$ cat config.mk
export PLATFORM = sky130hd
export DESIGN_NAME = scs_smbus_slave
export DESIGN_NICKNAME = d
export VERILOG_FILES = /design/src/pkg/scs_pkg.sv /design/src/rtl/scs_smbus_slave.sv
export SDC_FILE = /design/constraint.sdc
export NUM_CORES = 1
export LEC_CHECK = 0
export ABC_CLOCK_PERIOD_IN_PS = 10350
export BUFFER_PORTS_ARGS = -buffer_cell sky130_fd_sc_hd__buf_2
export CORE_ASPECT_RATIO = 1.2
export CORE_MARGIN = 3
export CORE_UTILIZATION = 30
export DETAILED_ROUTE_END_ITERATION = 8
export GPL_ROUTABILITY_DRIVEN = 0
export SYNTH_ARGS = -nofsm -noshare
export SYNTH_HDL_FRONTEND = slang
export SYNTH_SLANG_ARGS = --single-unit
$ cat constraint.sdc
create_clock -name pclk -period 10.35 [get_ports pclk]
set_input_delay 0.5175 -clock pclk [delete_from_list [all_inputs] [get_ports pclk]]
set_output_delay 0.5175 -clock pclk [all_outputs]
set_load 0.02 [all_outputs]
$ cat src/pkg/scs_pkg.sv
// Purpose: shared constants and types of the configuration port
// Assumes: 27 configuration bytes, APB register view
// Notes: the revision nibble of byte 0 is an arbitrary value
package scs_pkg;

  localparam int NUM_BYTES = 27;
  localparam logic [7:0] NUM_BYTES_B = 8'h1B;

  // ----------------------------------------
  // configuration byte map
  // ----------------------------------------
  localparam logic [6:0] BYTE_ID = 7'h00;
  localparam int BYTE_ADDR_CFG = 10;
  localparam logic [6:0] BYTE_STATUS = 7'h18;
  localparam logic [6:0] BYTE_EE_CTRL = 7'h1A;
  localparam int EIP_BIT = 7;
  localparam int EE_WRITE_BIT = 7;
  localparam int CFG_LOW_LSB = 0;
  localparam int CFG_HIGH_LSB = 2;
  localparam int CMD_SINGLE_BIT = 7;
  localparam logic [4:0] ADDR_FIXED = 5'h1A;
  // vendor nibble 0001, revision nibble arbitrary
  localparam logic [7:0] ID_BYTE = 8'h01;
  localparam logic [7:0] DEF_ADDR_CFG = 8'h01;

  // ----------------------------------------
  // APB register map
  // ----------------------------------------
  localparam logic [11:0] ADDR_CTRL = 12'h000;
  localparam logic [11:0] ADDR_STATUS = 12'h004;
  localparam logic [11:0] ADDR_CFG_BASE = 12'h100;
  localparam int CTRL_EN_BIT = 0;
  localparam int CTRL_EE_BIT = 1;
  localparam int STAT_EIP_BIT = 0;
  localparam int STAT_BUSY_BIT = 1;
  localparam int STAT_READ_BIT = 2;

  typedef enum logic [2:0] {
    ST_IDLE = 3'b000,
    ST_RX   = 3'b001,
    ST_ACK  = 3'b010,
    ST_TX   = 3'b011,
    ST_MACK = 3'b100
  } scs_state_e;

  typedef enum logic [1:0] {
    SG_ADDR  = 2'b00,
    SG_CMD   = 2'b01,
    SG_COUNT = 2'b10,
    SG_DATA  = 2'b11
  } scs_stage_e;

  typedef struct packed {
    logic sda_o;
    logic sda_oe;
  } scs_pad_s;

  typedef logic [NUM_BYTES-1:0][7:0] scs_cfg_t;

endpackage

$ cat src/rtl/scs_smbus_slave.sv
// Purpose: SMBus slave port to the configuration bytes, with APB view
// Assumes: scl/sda come from another domain and are synchronised here
// Notes: sda is open drain; sda_oe high pulls the line low
//
// Overview of operation
// [RULE_01] behave as an SMBus 2.0 slave on I2C-style signalling
// [RULE_02] accept byte write, byte read, block write and block read
// [RULE_03] block bytes move in ascending offset order, MSB first
// [RULE_04] a stop after any whole byte ends a block cleanly
// [RULE_05] byte transactions touch only the byte selected by the offset
// [RULE_06] each written byte takes effect at the rising edge of its ack
// [RULE_07] starting an EEPROM write copies the current registers into it
// [RULE_08] master sends no write data while EEPROM programming runs
// [RULE_09] reads are served normally during EEPROM programming
// [RULE_10] programming-in-progress flag shows in byte 24 bit 7
// [RULE_11] slave address is 11010 plus two low bits, default 0 and 1
// [RULE_12] low address bits come from byte 10 fields [1:0] and [3:2]
// [RULE_13] command bit 7 low means block, high means single byte
// [RULE_14] command bits 6..0 give the starting byte offset
// [RULE_15] byte write: address, command, data, each acked, then stop
// [RULE_16] byte read: command, repeated start, one byte, master ack, stop; the code answers a master ack by sending the next byte
// [RULE_17] block write: command, count N, then N acked data bytes
// [RULE_18] master writes byte 0 only with 0000 0001
// [RULE_19] all configuration bytes load their defaults at reset
// [RULE_20] ack is a low bit, not-ack a high bit in the ack slot
// [RULE_21] byte 0 is read only and returned only by byte read
// [RULE_22] every other byte is writable and readable
// [RULE_23] block read: count then bytes, master nacks the last one
module scs_smbus_slave
  import scs_pkg::*;
#(
  parameter int unsigned EE_PROG_CYCLES = 20000
) (
  // clock, reset, enable
  input wire logic pclk,
  input wire logic presetn,
  input wire logic ce,
  // apb slave
  input wire logic [11:0] paddr,
  input wire logic psel,
  input wire logic penable,
  input wire logic pwrite,
  input wire logic [31:0] pwdata,
  output logic [31:0] prdata,
  output logic pready,
  output logic pslverr,
  // smbus pins
  input wire logic scl_i,
  input wire logic sda_i,
  output scs_pad_s sda_pad,
  // configuration and eeprom image
  output scs_cfg_t cfg_bytes,
  output scs_cfg_t ee_image,
  output logic eeprom_write_in_progress
);

  // ----------------------------------------
  // pin synchronisers
  // ----------------------------------------
  logic scl_m_q, scl_s_q, scl_p_q;
  logic sda_m_q, sda_s_q, sda_p_q;

  always_ff @(posedge pclk or negedge presetn) begin
    if (!presetn) begin
      scl_m_q <= 1'b1;
      scl_s_q <= 1'b1;
      scl_p_q <= 1'b1;
      sda_m_q <= 1'b1;
      sda_s_q <= 1'b1;
      sda_p_q <= 1'b1;
    end else if (ce) begin
      scl_m_q <= scl_i;
      scl_s_q <= scl_m_q;
      scl_p_q <= scl_s_q;
      sda_m_q <= sda_i;
      sda_s_q <= sda_m_q;
      sda_p_q <= sda_s_q;
    end
  end

  logic scl_rise, scl_fall, bus_start, bus_stop;
  assign scl_rise = scl_s_q & ~scl_p_q;
  assign scl_fall = ~scl_s_q & scl_p_q;
  // [RULE_01] start and stop
  assign bus_start = scl_s_q & scl_p_q & sda_p_q & ~sda_s_q;
  assign bus_stop = scl_s_q & scl_p_q & ~sda_p_q & sda_s_q;

  // ----------------------------------------
  // state declarations
  // ----------------------------------------
  scs_state_e st_q, st_d;
  scs_stage_e stage_q, stage_d;
  logic [7:0] sh_q, sh_d;
  logic [2:0] bit_q, bit_d;
  logic done_q, done_d;
  logic ack_q, ack_d;
  logic rd_q, rd_d;
  logic single_q, single_d;
  logic [6:0] ptr_q, ptr_d;
  logic [7:0] cnt_q, cnt_d;
  logic oe_q, oe_d;
  logic commit;
  logic ee_go_smb;

  scs_cfg_t cfg_q, cfg_d;
  scs_cfg_t img_q, img_d;
  logic eip_q, eip_d;
  logic [23:0] tmr_q, tmr_d;
  logic ee_go;

  logic en_q, en_d;
  logic ee_req_q, ee_req_d;
  logic [31:0] prdata_q, prdata_d;
  logic pready_q, pready_d;
  logic pslverr_q, pslverr_d;

  logic [6:0] my_addr;
  logic [7:0] rx_byte;
  logic [7:0] tx_byte;
  logic ptr_ok;

  // [RULE_11] fixed upper bits
  // [RULE_12] low bits from byte 10
  assign my_addr = {ADDR_FIXED,
                    cfg_q[BYTE_ADDR_CFG][CFG_HIGH_LSB],
                    cfg_q[BYTE_ADDR_CFG][CFG_LOW_LSB]};
  assign rx_byte = {sh_q[6:0], sda_s_q};
  assign ptr_ok = ptr_q < NUM_BYTES_B[6:0];

  // ----------------------------------------
  // outgoing byte selection
  // ----------------------------------------
  always_comb begin
    tx_byte = 8'h00;
    if (stage_q == SG_COUNT) begin
      // [RULE_23] block read count
      if (ptr_ok) begin
        tx_byte = NUM_BYTES_B - {1'b0, ptr_q};
      end
    end else if (ptr_ok) begin
      tx_byte = cfg_q[ptr_q];
      if (ptr_q == BYTE_ID) begin
        // [RULE_21] id only by byte read
        tx_byte = single_q ? ID_BYTE : 8'h00;
      end
      if (ptr_q == BYTE_STATUS) begin
        // [RULE_10] status flag overlay
        tx_byte[EIP_BIT] = eip_q;
      end
    end
  end

  // ----------------------------------------
  // protocol engine
  // ----------------------------------------
  always_comb begin
    st_d = st_q;
    stage_d = stage_q;
    sh_d = sh_q;
    bit_d = bit_q;
    done_d = done_q;
    ack_d = ack_q;
    rd_d = rd_q;
    single_d = single_q;
    ptr_d = ptr_q;
    cnt_d = cnt_q;
    oe_d = oe_q;
    commit = 1'b0;
    if (bus_start) begin
      // repeated start keeps the offset from the command
      st_d = ST_RX;
      stage_d = SG_ADDR;
      bit_d = 3'd0;
      done_d = 1'b0;
      oe_d = 1'b0;
    end else if (bus_stop) begin
      // [RULE_04] early stop, bytes kept
      st_d = ST_IDLE;
      oe_d = 1'b0;
    end else begin
      case (st_q)
        ST_IDLE: begin
          oe_d = 1'b0;
        end
        ST_RX: begin
          if (scl_rise && !done_q) begin
            sh_d = rx_byte;
            bit_d = bit_q + 3'd1;
            if (bit_q == 3'd7) begin
              done_d = 1'b1;
              // [RULE_15] slave acks command and count always, address and data only when accepted
              case (stage_q)
                SG_ADDR: begin
                  ack_d = en_q && (rx_byte[7:1] == my_addr);
                  rd_d = rx_byte[0];
                end
                SG_CMD: ack_d = 1'b1;
                SG_COUNT: ack_d = 1'b1;
                // [RULE_08] data refused during programming
                SG_DATA: ack_d = !eip_q && (cnt_q != 8'h00);
                default: ack_d = 1'b0;
              endcase
            end
          end else if (scl_fall && done_q) begin
            done_d = 1'b0;
            // [RULE_20] ack low, nack released
            if (ack_q) begin
              st_d = ST_ACK;
              oe_d = 1'b1;
            end else begin
              st_d = ST_IDLE;
            end
          end
        end
        ST_ACK: begin
          if (scl_rise) begin
            case (stage_q)
              SG_ADDR: begin
                if (rd_q) begin
                  stage_d = single_q ? SG_DATA : SG_COUNT;
                end else begin
                  stage_d = SG_CMD;
                end
              end
              SG_CMD: begin
                // [RULE_13] block or single
                single_d = sh_q[CMD_SINGLE_BIT];
                // [RULE_14] start offset
                ptr_d = sh_q[6:0];
                // [RULE_05] single write is one byte
                cnt_d = 8'h01;
                stage_d = sh_q[CMD_SINGLE_BIT] ? SG_DATA : SG_COUNT;
              end
              SG_COUNT: begin
                // [RULE_17] byte count N
                cnt_d = sh_q;
                stage_d = SG_DATA;
              end
              default: begin
                // [RULE_06] write at ack rise
                commit = 1'b1;
                // [RULE_03] ascending offsets
                ptr_d = ptr_q + 7'd1;
                cnt_d = cnt_q - 8'h01;
              end
            endcase
          end else if (scl_fall) begin
            bit_d = 3'd0;
            if (rd_q && stage_q != SG_CMD) begin
              // [RULE_16] slave drives the read byte
              st_d = ST_TX;
              sh_d = tx_byte;
              oe_d = ~tx_byte[7];
            end else begin
              st_d = ST_RX;
              oe_d = 1'b0;
            end
          end
        end
        ST_TX: begin
          if (scl_fall) begin
            if (bit_q == 3'd7) begin
              st_d = ST_MACK;
              oe_d = 1'b0;
            end else begin
              // [RULE_03] msb first
              bit_d = bit_q + 3'd1;
              sh_d = {sh_q[6:0], 1'b0};
              oe_d = ~sh_q[6];
            end
          end
        end
        ST_MACK: begin
          if (scl_rise) begin
            // [RULE_23] master ack continues
            ack_d = !sda_s_q;
            if (!sda_s_q) begin
              if (stage_q == SG_COUNT) begin
                stage_d = SG_DATA;
              end else begin
                ptr_d = ptr_q + 7'd1;
              end
            end
          end else if (scl_fall) begin
            bit_d = 3'd0;
            if (ack_q) begin
              st_d = ST_TX;
              sh_d = tx_byte;
              oe_d = ~tx_byte[7];
            end else begin
              st_d = ST_IDLE;
            end
          end
        end
        default: begin
          st_d = ST_IDLE;
          oe_d = 1'b0;
        end
      endcase
    end
  end

  // [RULE_02] byte and block transfers
  always_ff @(posedge pclk or negedge presetn) begin
    if (!presetn) begin
      st_q <= ST_IDLE;
      stage_q <= SG_ADDR;
      sh_q <= 8'h00;
      bit_q <= 3'd0;
      done_q <= 1'b0;
      ack_q <= 1'b0;
      rd_q <= 1'b0;
      single_q <= 1'b0;
      ptr_q <= 7'h00;
      cnt_q <= 8'h00;
      oe_q <= 1'b0;
    end else if (ce) begin
      st_q <= st_d;
      stage_q <= stage_d;
      sh_q <= sh_d;
      bit_q <= bit_d;
      done_q <= done_d;
      ack_q <= ack_d;
      rd_q <= rd_d;
      single_q <= single_d;
      ptr_q <= ptr_d;
      cnt_q <= cnt_d;
      oe_q <= oe_d;
    end
  end

  // ----------------------------------------
  // configuration bytes and eeprom cycle
  // ----------------------------------------
  assign ee_go_smb = commit && ptr_q == BYTE_EE_CTRL && sh_q[EE_WRITE_BIT];
  assign ee_go = (ee_go_smb || ee_req_q) && !eip_q;

  always_comb begin
    cfg_d = cfg_q;
    img_d = img_q;
    eip_d = eip_q;
    tmr_d = tmr_q;
    // [RULE_22] writable bytes, offsets past the map ignored
    // [RULE_21] byte 0 never written
    if (commit && ptr_ok && ptr_q != BYTE_ID) begin
      cfg_d[ptr_q] = sh_q;
    end
    if (ee_go) begin
      // [RULE_07] snapshot before this byte lands
      img_d = cfg_q;
      eip_d = 1'b1;
      tmr_d = 24'(EE_PROG_CYCLES);
    end else if (eip_q) begin
      // [RULE_09] reads are not gated here
      if (tmr_q <= 24'h000001) begin
        eip_d = 1'b0;
        tmr_d = 24'h000000;
      end else begin
        tmr_d = tmr_q - 24'h000001;
      end
    end
  end

  always_ff @(posedge pclk or negedge presetn) begin
    if (!presetn) begin
      // [RULE_19] power-up defaults
      cfg_q <= '0;
      cfg_q[BYTE_ADDR_CFG] <= DEF_ADDR_CFG;
      img_q <= '0;
      eip_q <= 1'b0;
      tmr_q <= 24'h000000;
    end else if (ce) begin
      cfg_q <= cfg_d;
      img_q <= img_d;
      eip_q <= eip_d;
      tmr_q <= tmr_d;
    end
  end

  // ----------------------------------------
  // apb slave, zero wait states
  // ----------------------------------------
  logic cfg_hit;
  logic [4:0] cfg_idx;
  assign cfg_idx = paddr[6:2];
  assign cfg_hit = paddr[11:7] == ADDR_CFG_BASE[11:7] && paddr[1:0] == 2'b00
                   && cfg_idx < NUM_BYTES_B[4:0];

  always_comb begin
    en_d = en_q;
    ee_req_d = 1'b0;
    prdata_d = prdata_q;
    pslverr_d = 1'b0;
    // pready answers in the access phase after setup
    pready_d = psel && !penable;
    if (psel && !penable) begin
      prdata_d = 32'h00000000;
      if (paddr == ADDR_CTRL) begin
        prdata_d[CTRL_EN_BIT] = en_q;
      end else if (paddr == ADDR_STATUS) begin
        prdata_d[STAT_EIP_BIT] = eip_q;
        prdata_d[STAT_BUSY_BIT] = st_q != ST_IDLE;
        prdata_d[STAT_READ_BIT] = rd_q;
      end else if (cfg_hit) begin
        prdata_d[7:0] = cfg_q[cfg_idx];
      end else begin
        pslverr_d = 1'b1;
      end
    end
    if (psel && penable && pready_q) begin
      pslverr_d = 1'b0;
      if (pwrite && paddr == ADDR_CTRL) begin
        en_d = pwdata[CTRL_EN_BIT];
        ee_req_d = pwdata[CTRL_EE_BIT];
      end
    end else begin
      pslverr_d = pslverr_d | (pslverr_q & psel & penable);
    end
  end

  always_ff @(posedge pclk or negedge presetn) begin
    if (!presetn) begin
      en_q <= 1'b1;
      ee_req_q <= 1'b0;
      prdata_q <= 32'h00000000;
      pready_q <= 1'b0;
      pslverr_q <= 1'b0;
    end else if (ce) begin
      en_q <= en_d;
      ee_req_q <= ee_req_d;
      prdata_q <= prdata_d;
      pready_q <= pready_d;
      pslverr_q <= pslverr_d;
    end
  end

  // ----------------------------------------
  // outputs
  // ----------------------------------------
  assign prdata = prdata_q;
  assign pready = pready_q;
  assign pslverr = pslverr_q;
  assign sda_pad.sda_o = 1'b0;
  assign sda_pad.sda_oe = oe_q;
  assign cfg_bytes = cfg_q;
  assign ee_image = img_q;
  assign eeprom_write_in_progress = eip_q;

endmodule

==> qor.yml, run 1 <==
postCtsSetupRepairBufs: 0
cp.required_ns: 10.85
min_path_type: "in -> reg"
synthArstFlopShare: 1.00
first_global_vias: 18700
synth_fa_ha_area_frac: 0.00904
max_slew.worst_pin.slew_ns: 1.20
synth.yosys.seq_area_share: 0.514
rows: 115
avgViaCountPerCell: 5.28
synth_edf_count: 0
grt_pass1_wl_mm: 134
powerDensity_nw_per_um2: 169
final_common_cell: "dfrtp_1"
status: "complete, no violations"
hold_ws_ns: 0.135
cts_made_buffers: 56
ios: 521
die-area_um2: 86500
initial_core_util: 0.303
synth.distinct_cells: 74
critical-path-max-stage-delay_ns: 0.70
place_hpwl_mm: 68.1
cts.repair.resized: 0
yosys.area_share.simple: 0.0735
synth_cells: 1892
cpMaxStageDelayCell: "dfrtp_2"
syn2layout_area_growth_pct: 20.9
p_leak_nw: 15.2
synthTopCellsByArea: "dfrtp_1 (51%), mux2_2 (20%), mux4_2 (7.1%), mux2i_1 (3.1%), nand2_1 (1.2%)"
mappedNetlistArea_um2: 24900
finalWirelength_mm: 91.8
grt_max_degree: 188
rsz0062_at_grt: "false"
drive_above_1_share: 0.486
max_clock_freq_ghz: 0.249
muxShareOfSynthArea: 0.307
min_period_over_period: 0.387
path_class: "reg -> reg"
finalSetupViolations: 0
finalNetCount: 2388
cap_violations: 0
hold_violations: 0
cts-root-buf: "clkbuf_16"
worst-path-buf-inv: 1
worstPathMaxFanout: 30
h-tree-depth: 2
cp_cell_sequence: "buf_4, ha_1, a21o_1, a21boi_0, nor4b_4, nand2_1, nor2_2, mux2_2"
ys_seq_elements: 511
layout_common_cells: "dfrtp_1 (501), buf_2 (463), mux2_2 (441)"
crit_family: "simple AND/OR/NAND/NOR gates"
path_clk_slew_ns: 0.07
synth_xor_area_frac: 0.00387
antenna_found_initial: 9
synth_compound_area_frac: 0.0605
cts_sinks: 511
avgSynthCellArea_um2: 13.2
fin_tns_setup_ns: 0
synth.largest_area_cell: "dfrtp_1"
maxSlewHeadroom: 0.192
wl_per_cell_um: 26.4
globalRouteTotalUtil: 0.209
irDropWorstVdd_mv: 0.129
synth_top_family_by_area: "multiplexers"
slew_violations: 0
place.port_buffers: 465
critPathArrivalTime_ns: 4.51
final.setup_skew_ns: 0.0289
postRouteAntennaNets: 0
drcViolationCount: 0
worst_setup_path_start_kind: "flop"
firstDrtPassIters: 6
die_h_um: 322
placeableCoreArea_um2: 82200
grt-ovfl-total: 0
finalCriticalPeriod_ns: 4.01
cts_tree: "done"
drt_iter0_drc: 1536
synth_top_area_share: 0.505
vias: 18400
clockBufferDepth: 3
ys_warn_count: 0
clk_latency_ns: 0.64
die_w_um: 269
ys.flop_type: "dfrtp_1"
critPathCaptureType: "flop"
## metrics by stage
step | worst slack (ns) | instance area (um^2) | util | power [mW] | cells
after floorplan | 7.02 | 25000 | - | 2.74 | 1916
after global placement | 6.47 | 28200 | 0.343 | 3.02 | 3370
after detailed placement | 6.42 | 28200 | 0.343 | 3.05 | 3370
after CTS | 6.40 | 30100 | 0.366 | 5.12 | 3476
after global routing | 6.10 | 30100 | 0.366 | 5.28 | 3477
final | 6.34 | 30100 | 0.366 | 5.08 | 3481
## registers in the layout, indices dropped and copies added (netlist names), 2 cells and up
register   flops
bit_q          3
cnt_q          8
cfg_bytes    216
ptr_q          7
st_q           3
prdata         8
sh_q           8
stage_q        2
tmr_q         24
ee_image     216
## report_power, final
part	total (mW)	leakage, nW	switching (mW)	internal, mW
Clock	2.05	0.900	0.862	1.18
Sequential	2.17	7.01	0.115	2.06
Combinational	0.859	7.24	0.589	0.271
## final timing paths
path                                 from        endpoint  slack (ns)  depth (start not counted)
max in group asynchronous         presetn         sh_q[7]        7.41                          4
min in group asynchronous         presetn     ee_image[0]        0.47                          2
worst min register to register  prdata[3]       prdata[3]        0.48                          2
worst min-delay path            pwdata[1]        ee_req_q        0.13                          2
worst max-delay path             ptr_q[0]  cfg_bytes[110]        6.34                          8
worst max register to register   ptr_q[0]  cfg_bytes[110]        6.34                          8
## synth_stat cells, types with 5 or more instances
cell type,instances
nor4_1,14
nor3_1,28
mux4_2,78
ha_1,18
nor2_2,11
buf_1,14
o211ai_1,11
o21ai_0,57
nand3b_1,5
mux2i_1,76
clkbuf_1,61
nor2_1,71
a31oi_1,11
buf_2,38
nand2_1,79
dfrtp_1,503
dfstp_2,8
nand2_4,16
xor2_1,9
or3_1,16
a311oi_1,5
nand2b_1,11
inv_1,25
a22oi_1,19
o22ai_1,18
nand3_1,24
a21oi_1,57
nor2b_1,10
and2_1,12
or2_2,5
mux2_1,14
o31ai_1,9
a21o_1,5
buf_4,30
mux2_2,441
nand4_1,12
## cell families (layout without fill, tap and decap cells)
kind of cell,count (synthesis),in the layout
xor gates and xnor gates,11,11
other,1,30
AOI/OAI and AO/OA,235,235
DFF,511,511
and+or+nand+nor,338,338
buffers and inverters,169,618
muxes,609,609
adders and majority gates,18,18
## metal layers
metal / vias up / wire length, um / GRT usage
li1: 7839 / - / -
met1: 9541 / 35800 / 0.256
met2: 807 / 45200 / 0.356
met3: 185 / 6580 / 0.0474
met4: 2 / 4290 / 0.0883
met5: - / 13 / 0
## cell type report
cell class | instances | area, um^2
multi-input cells | 1236 | 11400
clock inverters | 26 | 297
diodes | 5 | 12.5
clock buffers | 79 | 1570
flip-flops and latches | 511 | 12800
fillers | 8029 | 52100
well taps | 1111 | 1390
inverters | 25 | 93.8
repair buffers | 488 | 2540
## repair_timing
| action | CTS | global route |
|---|---|---|
| hold endpoints to repair | 33 | 0 |
| hold buffers | 1 | 0 |
| setup endpoints to repair | 0 | 0 |
No activity file was read; power rests on OpenSTA's default activity.
==> run 2: changes to the inputs <==
Settings changed: ABC_CLOCK_PERIOD_IN_PS 10350 to 3600.
Clock period 10.35 ns to 3.6 ns, I/O delays scaled along.
==> qor.yml, run 2 (synthesized netlist as in run 1, its figures left out) <==
vias: 18600
place.port_buffers: 465
postCtsSetupRepairBufs: 0
postRouteAntennaNets: 0
cts_tree: "done"
min_path_type: "in -> reg"
cts.repair.resized: 0
critPathCaptureType: "flop"
reg2reg_setup_slack_ns: 0.34
fin_tns_setup_ns: 0
finalNetCount: 2434
placeableCoreArea_um2: 82200
holdPathStages: 4
cp.required_ns: 4.10
p_switching_mw: 4.64
reg2reg_depth: 8
rows: 115
grt-ovfl-total: 0
min_period_over_period: 0.906
path_clk_slew_ns: 0.06
wl_met1_mm: 36.0
drive_above_1_share: 0.495
hold_end: "en_q"
final_common_cell: "dfrtp_1"
first_global_vias: 19000
worst_setup_path_start_kind: "flop"
avgViaCountPerCell: 5.26
critPathArrivalTime_ns: 3.76
maxSlewHeadroom: 0.152
die_h_um: 322
route.met3.wl_mm: 6.69
path_class: "reg -> reg"
place_hpwl_mm: 70.3
clockBufferDepth: 3
highest_layer: "met4"
status: "complete, no violations"
max_clock_freq_ghz: 0.307
p_sw_frac: 0.303
die-area_um2: 86500
slew_violations: 0
antenna_found_initial: 4
p_int_mw: 10.7
max_slew.worst_pin.slew_ns: 1.26
rsz0062_at_grt: "false"
drcViolationCount: 0
regToRegEndpoint: "cfg_bytes[211]"
ios: 521
irDropWorstVdd_mv: 0.391
globalRouteTotalUtil: 0.211
cp-startpoint: "ptr_q[2]"
powerDensity_nw_per_um2: 496
syn2layout_area_growth_pct: 23.8
wl_met2_mm: 45.7
grt_pass1_wl_mm: 134
drt_iter0_drc: 1676
grt_max_degree: 101
p_total_mw: 15.3
finalCriticalPeriod_ns: 3.26
r2r_start: "ptr_q[2]"
wl_per_cell_um: 26.3
cts_hold_buf: 8
finalWirelength_mm: 92.8
worstPathMaxFanout: 8
power_frac_comb: 0.174
pwr-share-seq: 0.405
p_leak_nw: 15.5
hold_start: "psel"
cts_sinks: 511
layout_common_cells: "dfrtp_1 (501), buf_2 (463), mux2_2 (441)"
hold_violations: 0
h-tree-depth: 2
firstDrtPassIters: 6
finalSetupViolations: 0
die_w_um: 269
cap_violations: 0
cts-root-buf: "clkbuf_16"
cts_made_buffers: 56
clk_latency_ns: 0.65
final.setup_skew_ns: 0.0322
clkPwrFrac: 0.421
initial_core_util: 0.303
-- run 2: cell count changes in the layout (fill, tap and decap cells not counted), sizes merged --
cell         before  now
buf             487  526
bufinv            5   11
clkbuf           79   74
clkinv           13   15
clkinvlp          6    2
diode             5    8
dlygate4sd3       1    8
-- run 2: how the worst max path moves through the flow --
stage	cells after the start	endpoint	slack, ns
2_1_floorplan	12	cfg_bytes[192]	0.27
3_3_place_gp	6	cfg_bytes[215]	0.49
3_5_place_dp	6	cfg_bytes[211]	0.43
4_1_cts	8	cfg_bytes[211]	0.38
5_1_grt	8	cfg_bytes[211]	0.19
6_report	8	cfg_bytes[211]	0.34
-- run 2: per-stage QoR --
| step | util | setup slack, ns | cells | cell area [um^2] | hold WS [ns] |
|---|---|---|---|---|---|
| 6_report | 0.375 | 0.340 | 3529 | 30800 | 0.0468 |
| 2_1_floorplan | - | 0.270 | 1916 | 25000 | -0.116 |
| 4_1_cts | 0.375 | 0.385 | 3521 | 30800 | 0.00655 |
| 3_5_place_dp | 0.349 | 0.431 | 3409 | 28600 | 0.329 |
| 3_3_place_gp | 0.349 | 0.492 | 3409 | 28600 | 0.316 |
| 5_1_grt | 0.375 | 0.190 | 3522 | 30800 | 0.0402 |
-- run 2: cell type report --
| type | instances | area (um^2) |
|---|---|---|
| Antenna cell | 8 | 20.0 |
| Tap cell | 1111 | 1390 |
| Inverter | 25 | 93.8 |
| Timing Repair Buffer | 534 | 3040 |
| Clock buffer | 74 | 1570 |
| Clock inverter | 30 | 512 |
| Sequential cell | 511 | 12800 |
| Multi-Input combinational cell | 1236 | 11400 |
| Fill cell | 7891 | 51300 |
-- run 2: metal layers --
metal,GRT usage,up-vias
met4,0.0944,0
met1,0.255,9647
met3,0.0490,188
met2,0.357,821
met5,0,-
li1,-,7918
-- run 2: power by group through the flow --
stage / logic, mW / registers [mW] / clock network [mW]
floorplan: 1.74 / 6.15 / 0
detailed placement: 2.60 / 6.30 / 0
finish: 2.65 / 6.20 / 6.45
CTS: 2.62 / 6.19 / 6.60
global placement: 2.55 / 6.28 / 0
global route: 2.83 / 6.22 / 6.82
-- run 2: critical path, stage by stage (launching register included) --
cell and delay [ns]:
dfrtp_1 0.45, inv_1 0.20, ha_1 0.29, a21o_1 0.17, a21boi_0 0.28, nor4b_4 0.56
nand2_1 0.30, nor2_2 0.48, mux2_2 0.40
==> run 3: changes to the inputs <==
Settings changed: CELL_PAD_IN_SITES_DETAIL_PLACEMENT set to 0, CELL_PAD_IN_SITES_GLOBAL_PLACEMENT set to 1, PLACE_DENSITY_LB_ADDON set to 0.1.
==> qor.yml, run 3 (synthesized netlist as in run 1, its figures left out) <==
status: "complete, no violations"
vias: 18300
hold_violations: 0
initial_core_util: 0.303
place_hpwl_mm: 71.9
drt_iter0_drc: 1246
placeableCoreArea_um2: 82200
irDropWorstVdd_mv: 0.404
worst_setup_path_start_kind: "flop"
max_slew.worst_pin.slew_ns: 1.07
stdcell_area_um2: 31100
p_leak_nw: 15.7
cts_sinks: 511
fin_tns_setup_ns: 0
finalSetupViolations: 0
powerDensity_nw_per_um2: 503
rows: 115
die_w_um: 269
clk_latency_ns: 0.66
layout_common_cells: "dfrtp_1 (495), buf_2 (463), mux2_2 (441)"
syn2layout_area_growth_pct: 25.0
cpMaxStageDelayCell: "dfrtp_1"
die_h_um: 322
path_class: "reg -> reg"
clockBufferDepth: 3
final.setup_skew_ns: 0.0307
max_clock_freq_ghz: 0.315
cap_violations: 0
final_common_cell: "dfrtp_1"
worstPathMaxFanout: 9
crit_family: "simple AND/OR/NAND/NOR gates"
multiInputGateArea_um2: 11400
finalNetCount: 2458
fillers: 8071
ios: 521
grt-ovfl-total: 0
cts.repair.resized: 0
path_clk_slew_ns: 0.06
cts_made_buffers: 59
rsz0062_at_grt: "false"
grt_pass1_wl_mm: 140
antenna_found_initial: 6
h-tree-depth: 2
firstDrtPassIters: 5
place.port_buffers: 465
min_path_type: "in -> reg"
cts_tree: "done"
maxSlewHeadroom: 0.279
critical-path-max-stage-delay_ns: 0.54
avgViaCountPerCell: 5.15
holdPathStages: 3
cp.required_ns: 4.11
globalRouteTotalUtil: 0.223
die-area_um2: 86500
reg2reg_depth: 8
drcViolationCount: 0
post_dp_cell_area_um2: 28800
critical_path_depth: 8
wl_per_cell_um: 27.3
postCtsSetupRepairBufs: 0
first_global_vias: 18800
critPathCaptureType: "flop"
drive_above_1_share: 0.503
critPathArrivalTime_ns: 3.69
finalCriticalPeriod_ns: 3.17
grt_max_degree: 93
cp_cell_sequence: "inv_1, ha_1, a21o_1, a21boi_0, nor4b_4, nand2_1, nor2_2, mux2_2"
min_period_over_period: 0.882
hold_ws_ns: 0.0448
fin_util: 0.379
finalWirelength_mm: 96.8
slew_violations: 0
postRouteAntennaNets: 0
ff_latch_area_um2: 12800
cts-root-buf: "clkbuf_16"
worst-path-buf-inv: 1
[run 3: changes by cell type in the layout (fill, tap and decap cells not counted)]
cell	previous run	this run
dfrtp_2	1	7
buf_4	49	66
inv_8	2	0
clkbuf_8	10	15
diode_2	8	2
clkinv_16	2	1
inv_6	0	1
dfrtp_1	501	495
clkbuf_1	8	7
clkinv_4	2	1
clkbuf_16	56	59
buf_12	13	15
dlygate4sd3_1	8	10
clkinvlp_4	2	5
[run 3: power breakdown]
group | total [mW] | switching [mW] | internal, mW | leakage, nW
Combinational | 2.37 | 1.53 | 0.847 | 7.63
Sequential | 6.52 | 0.609 | 5.91 | 7.01
Clock | 6.75 | 2.64 | 4.11 | 1.07
Total | 15.6 | 4.78 | 10.9 | 15.7
[run 3: repair_timing]
item,4_1_cts,5_1_grt
endpoints found under the hold margin,84,0
hold buffers,10,0
setup endpoints to repair,0,0
[run 3: area by class of cell]
class                   count  share of cell area
repair buffers            555               0.104
flip-flops and latches    511               0.412
clock inverters            30              0.0155
inverters                  25             0.00302
clock buffers              81              0.0549
diodes                      2            0.000161
multi-input cells        1236               0.366
well taps                1111              0.0447
[run 3: layer usage]
| metal | up-vias | GRT usage | wire (um) |
|---|---|---|---|
| li1 | 7968 | - | - |
| met1 | 9658 | 0.286 | 40400 |
| met2 | 551 | 0.383 | 48500 |
| met3 | 117 | 0.0400 | 4990 |
| met4 | 4 | 0.0637 | 2890 |
| met5 | - | 0 | 26 |
[run 3: path summary, 6_finish.rpt]
check                      slack (ns)        endpoint      start
max                              0.43  cfg_bytes[197]   ptr_q[2]
min                              0.04         scl_p_q         ce
max reg2reg                      0.43  cfg_bytes[197]   ptr_q[2]
min reg2reg                      0.49       prdata[4]  prdata[4]
max in group asynchronous        2.32    cfg_bytes[6]    presetn
min in group asynchronous        0.22   cfg_bytes[38]    presetn
[run 3: metrics by stage]
stage	instances	total power [mW]	setup WS (ns)
2_1_floorplan	1916	7.89	0.270
3_3_place_gp	3428	8.98	0.560
3_5_place_dp	3428	8.99	0.455
4_1_cts	3549	15.9	0.418
5_1_grt	3549	16.3	0.160
6_report	3551	15.6	0.426
[run 3: worst register-to-register path: cells and delay by family (launching register included)]
kind	cells	cell delay [ns]
and+or+nand+nor	3	1.14
DFF	1	0.54
AOI/OAI and AO/OA	2	0.44
muxes	1	0.39
adders and majority gates	1	0.30
buffers and inverters	1	0.23
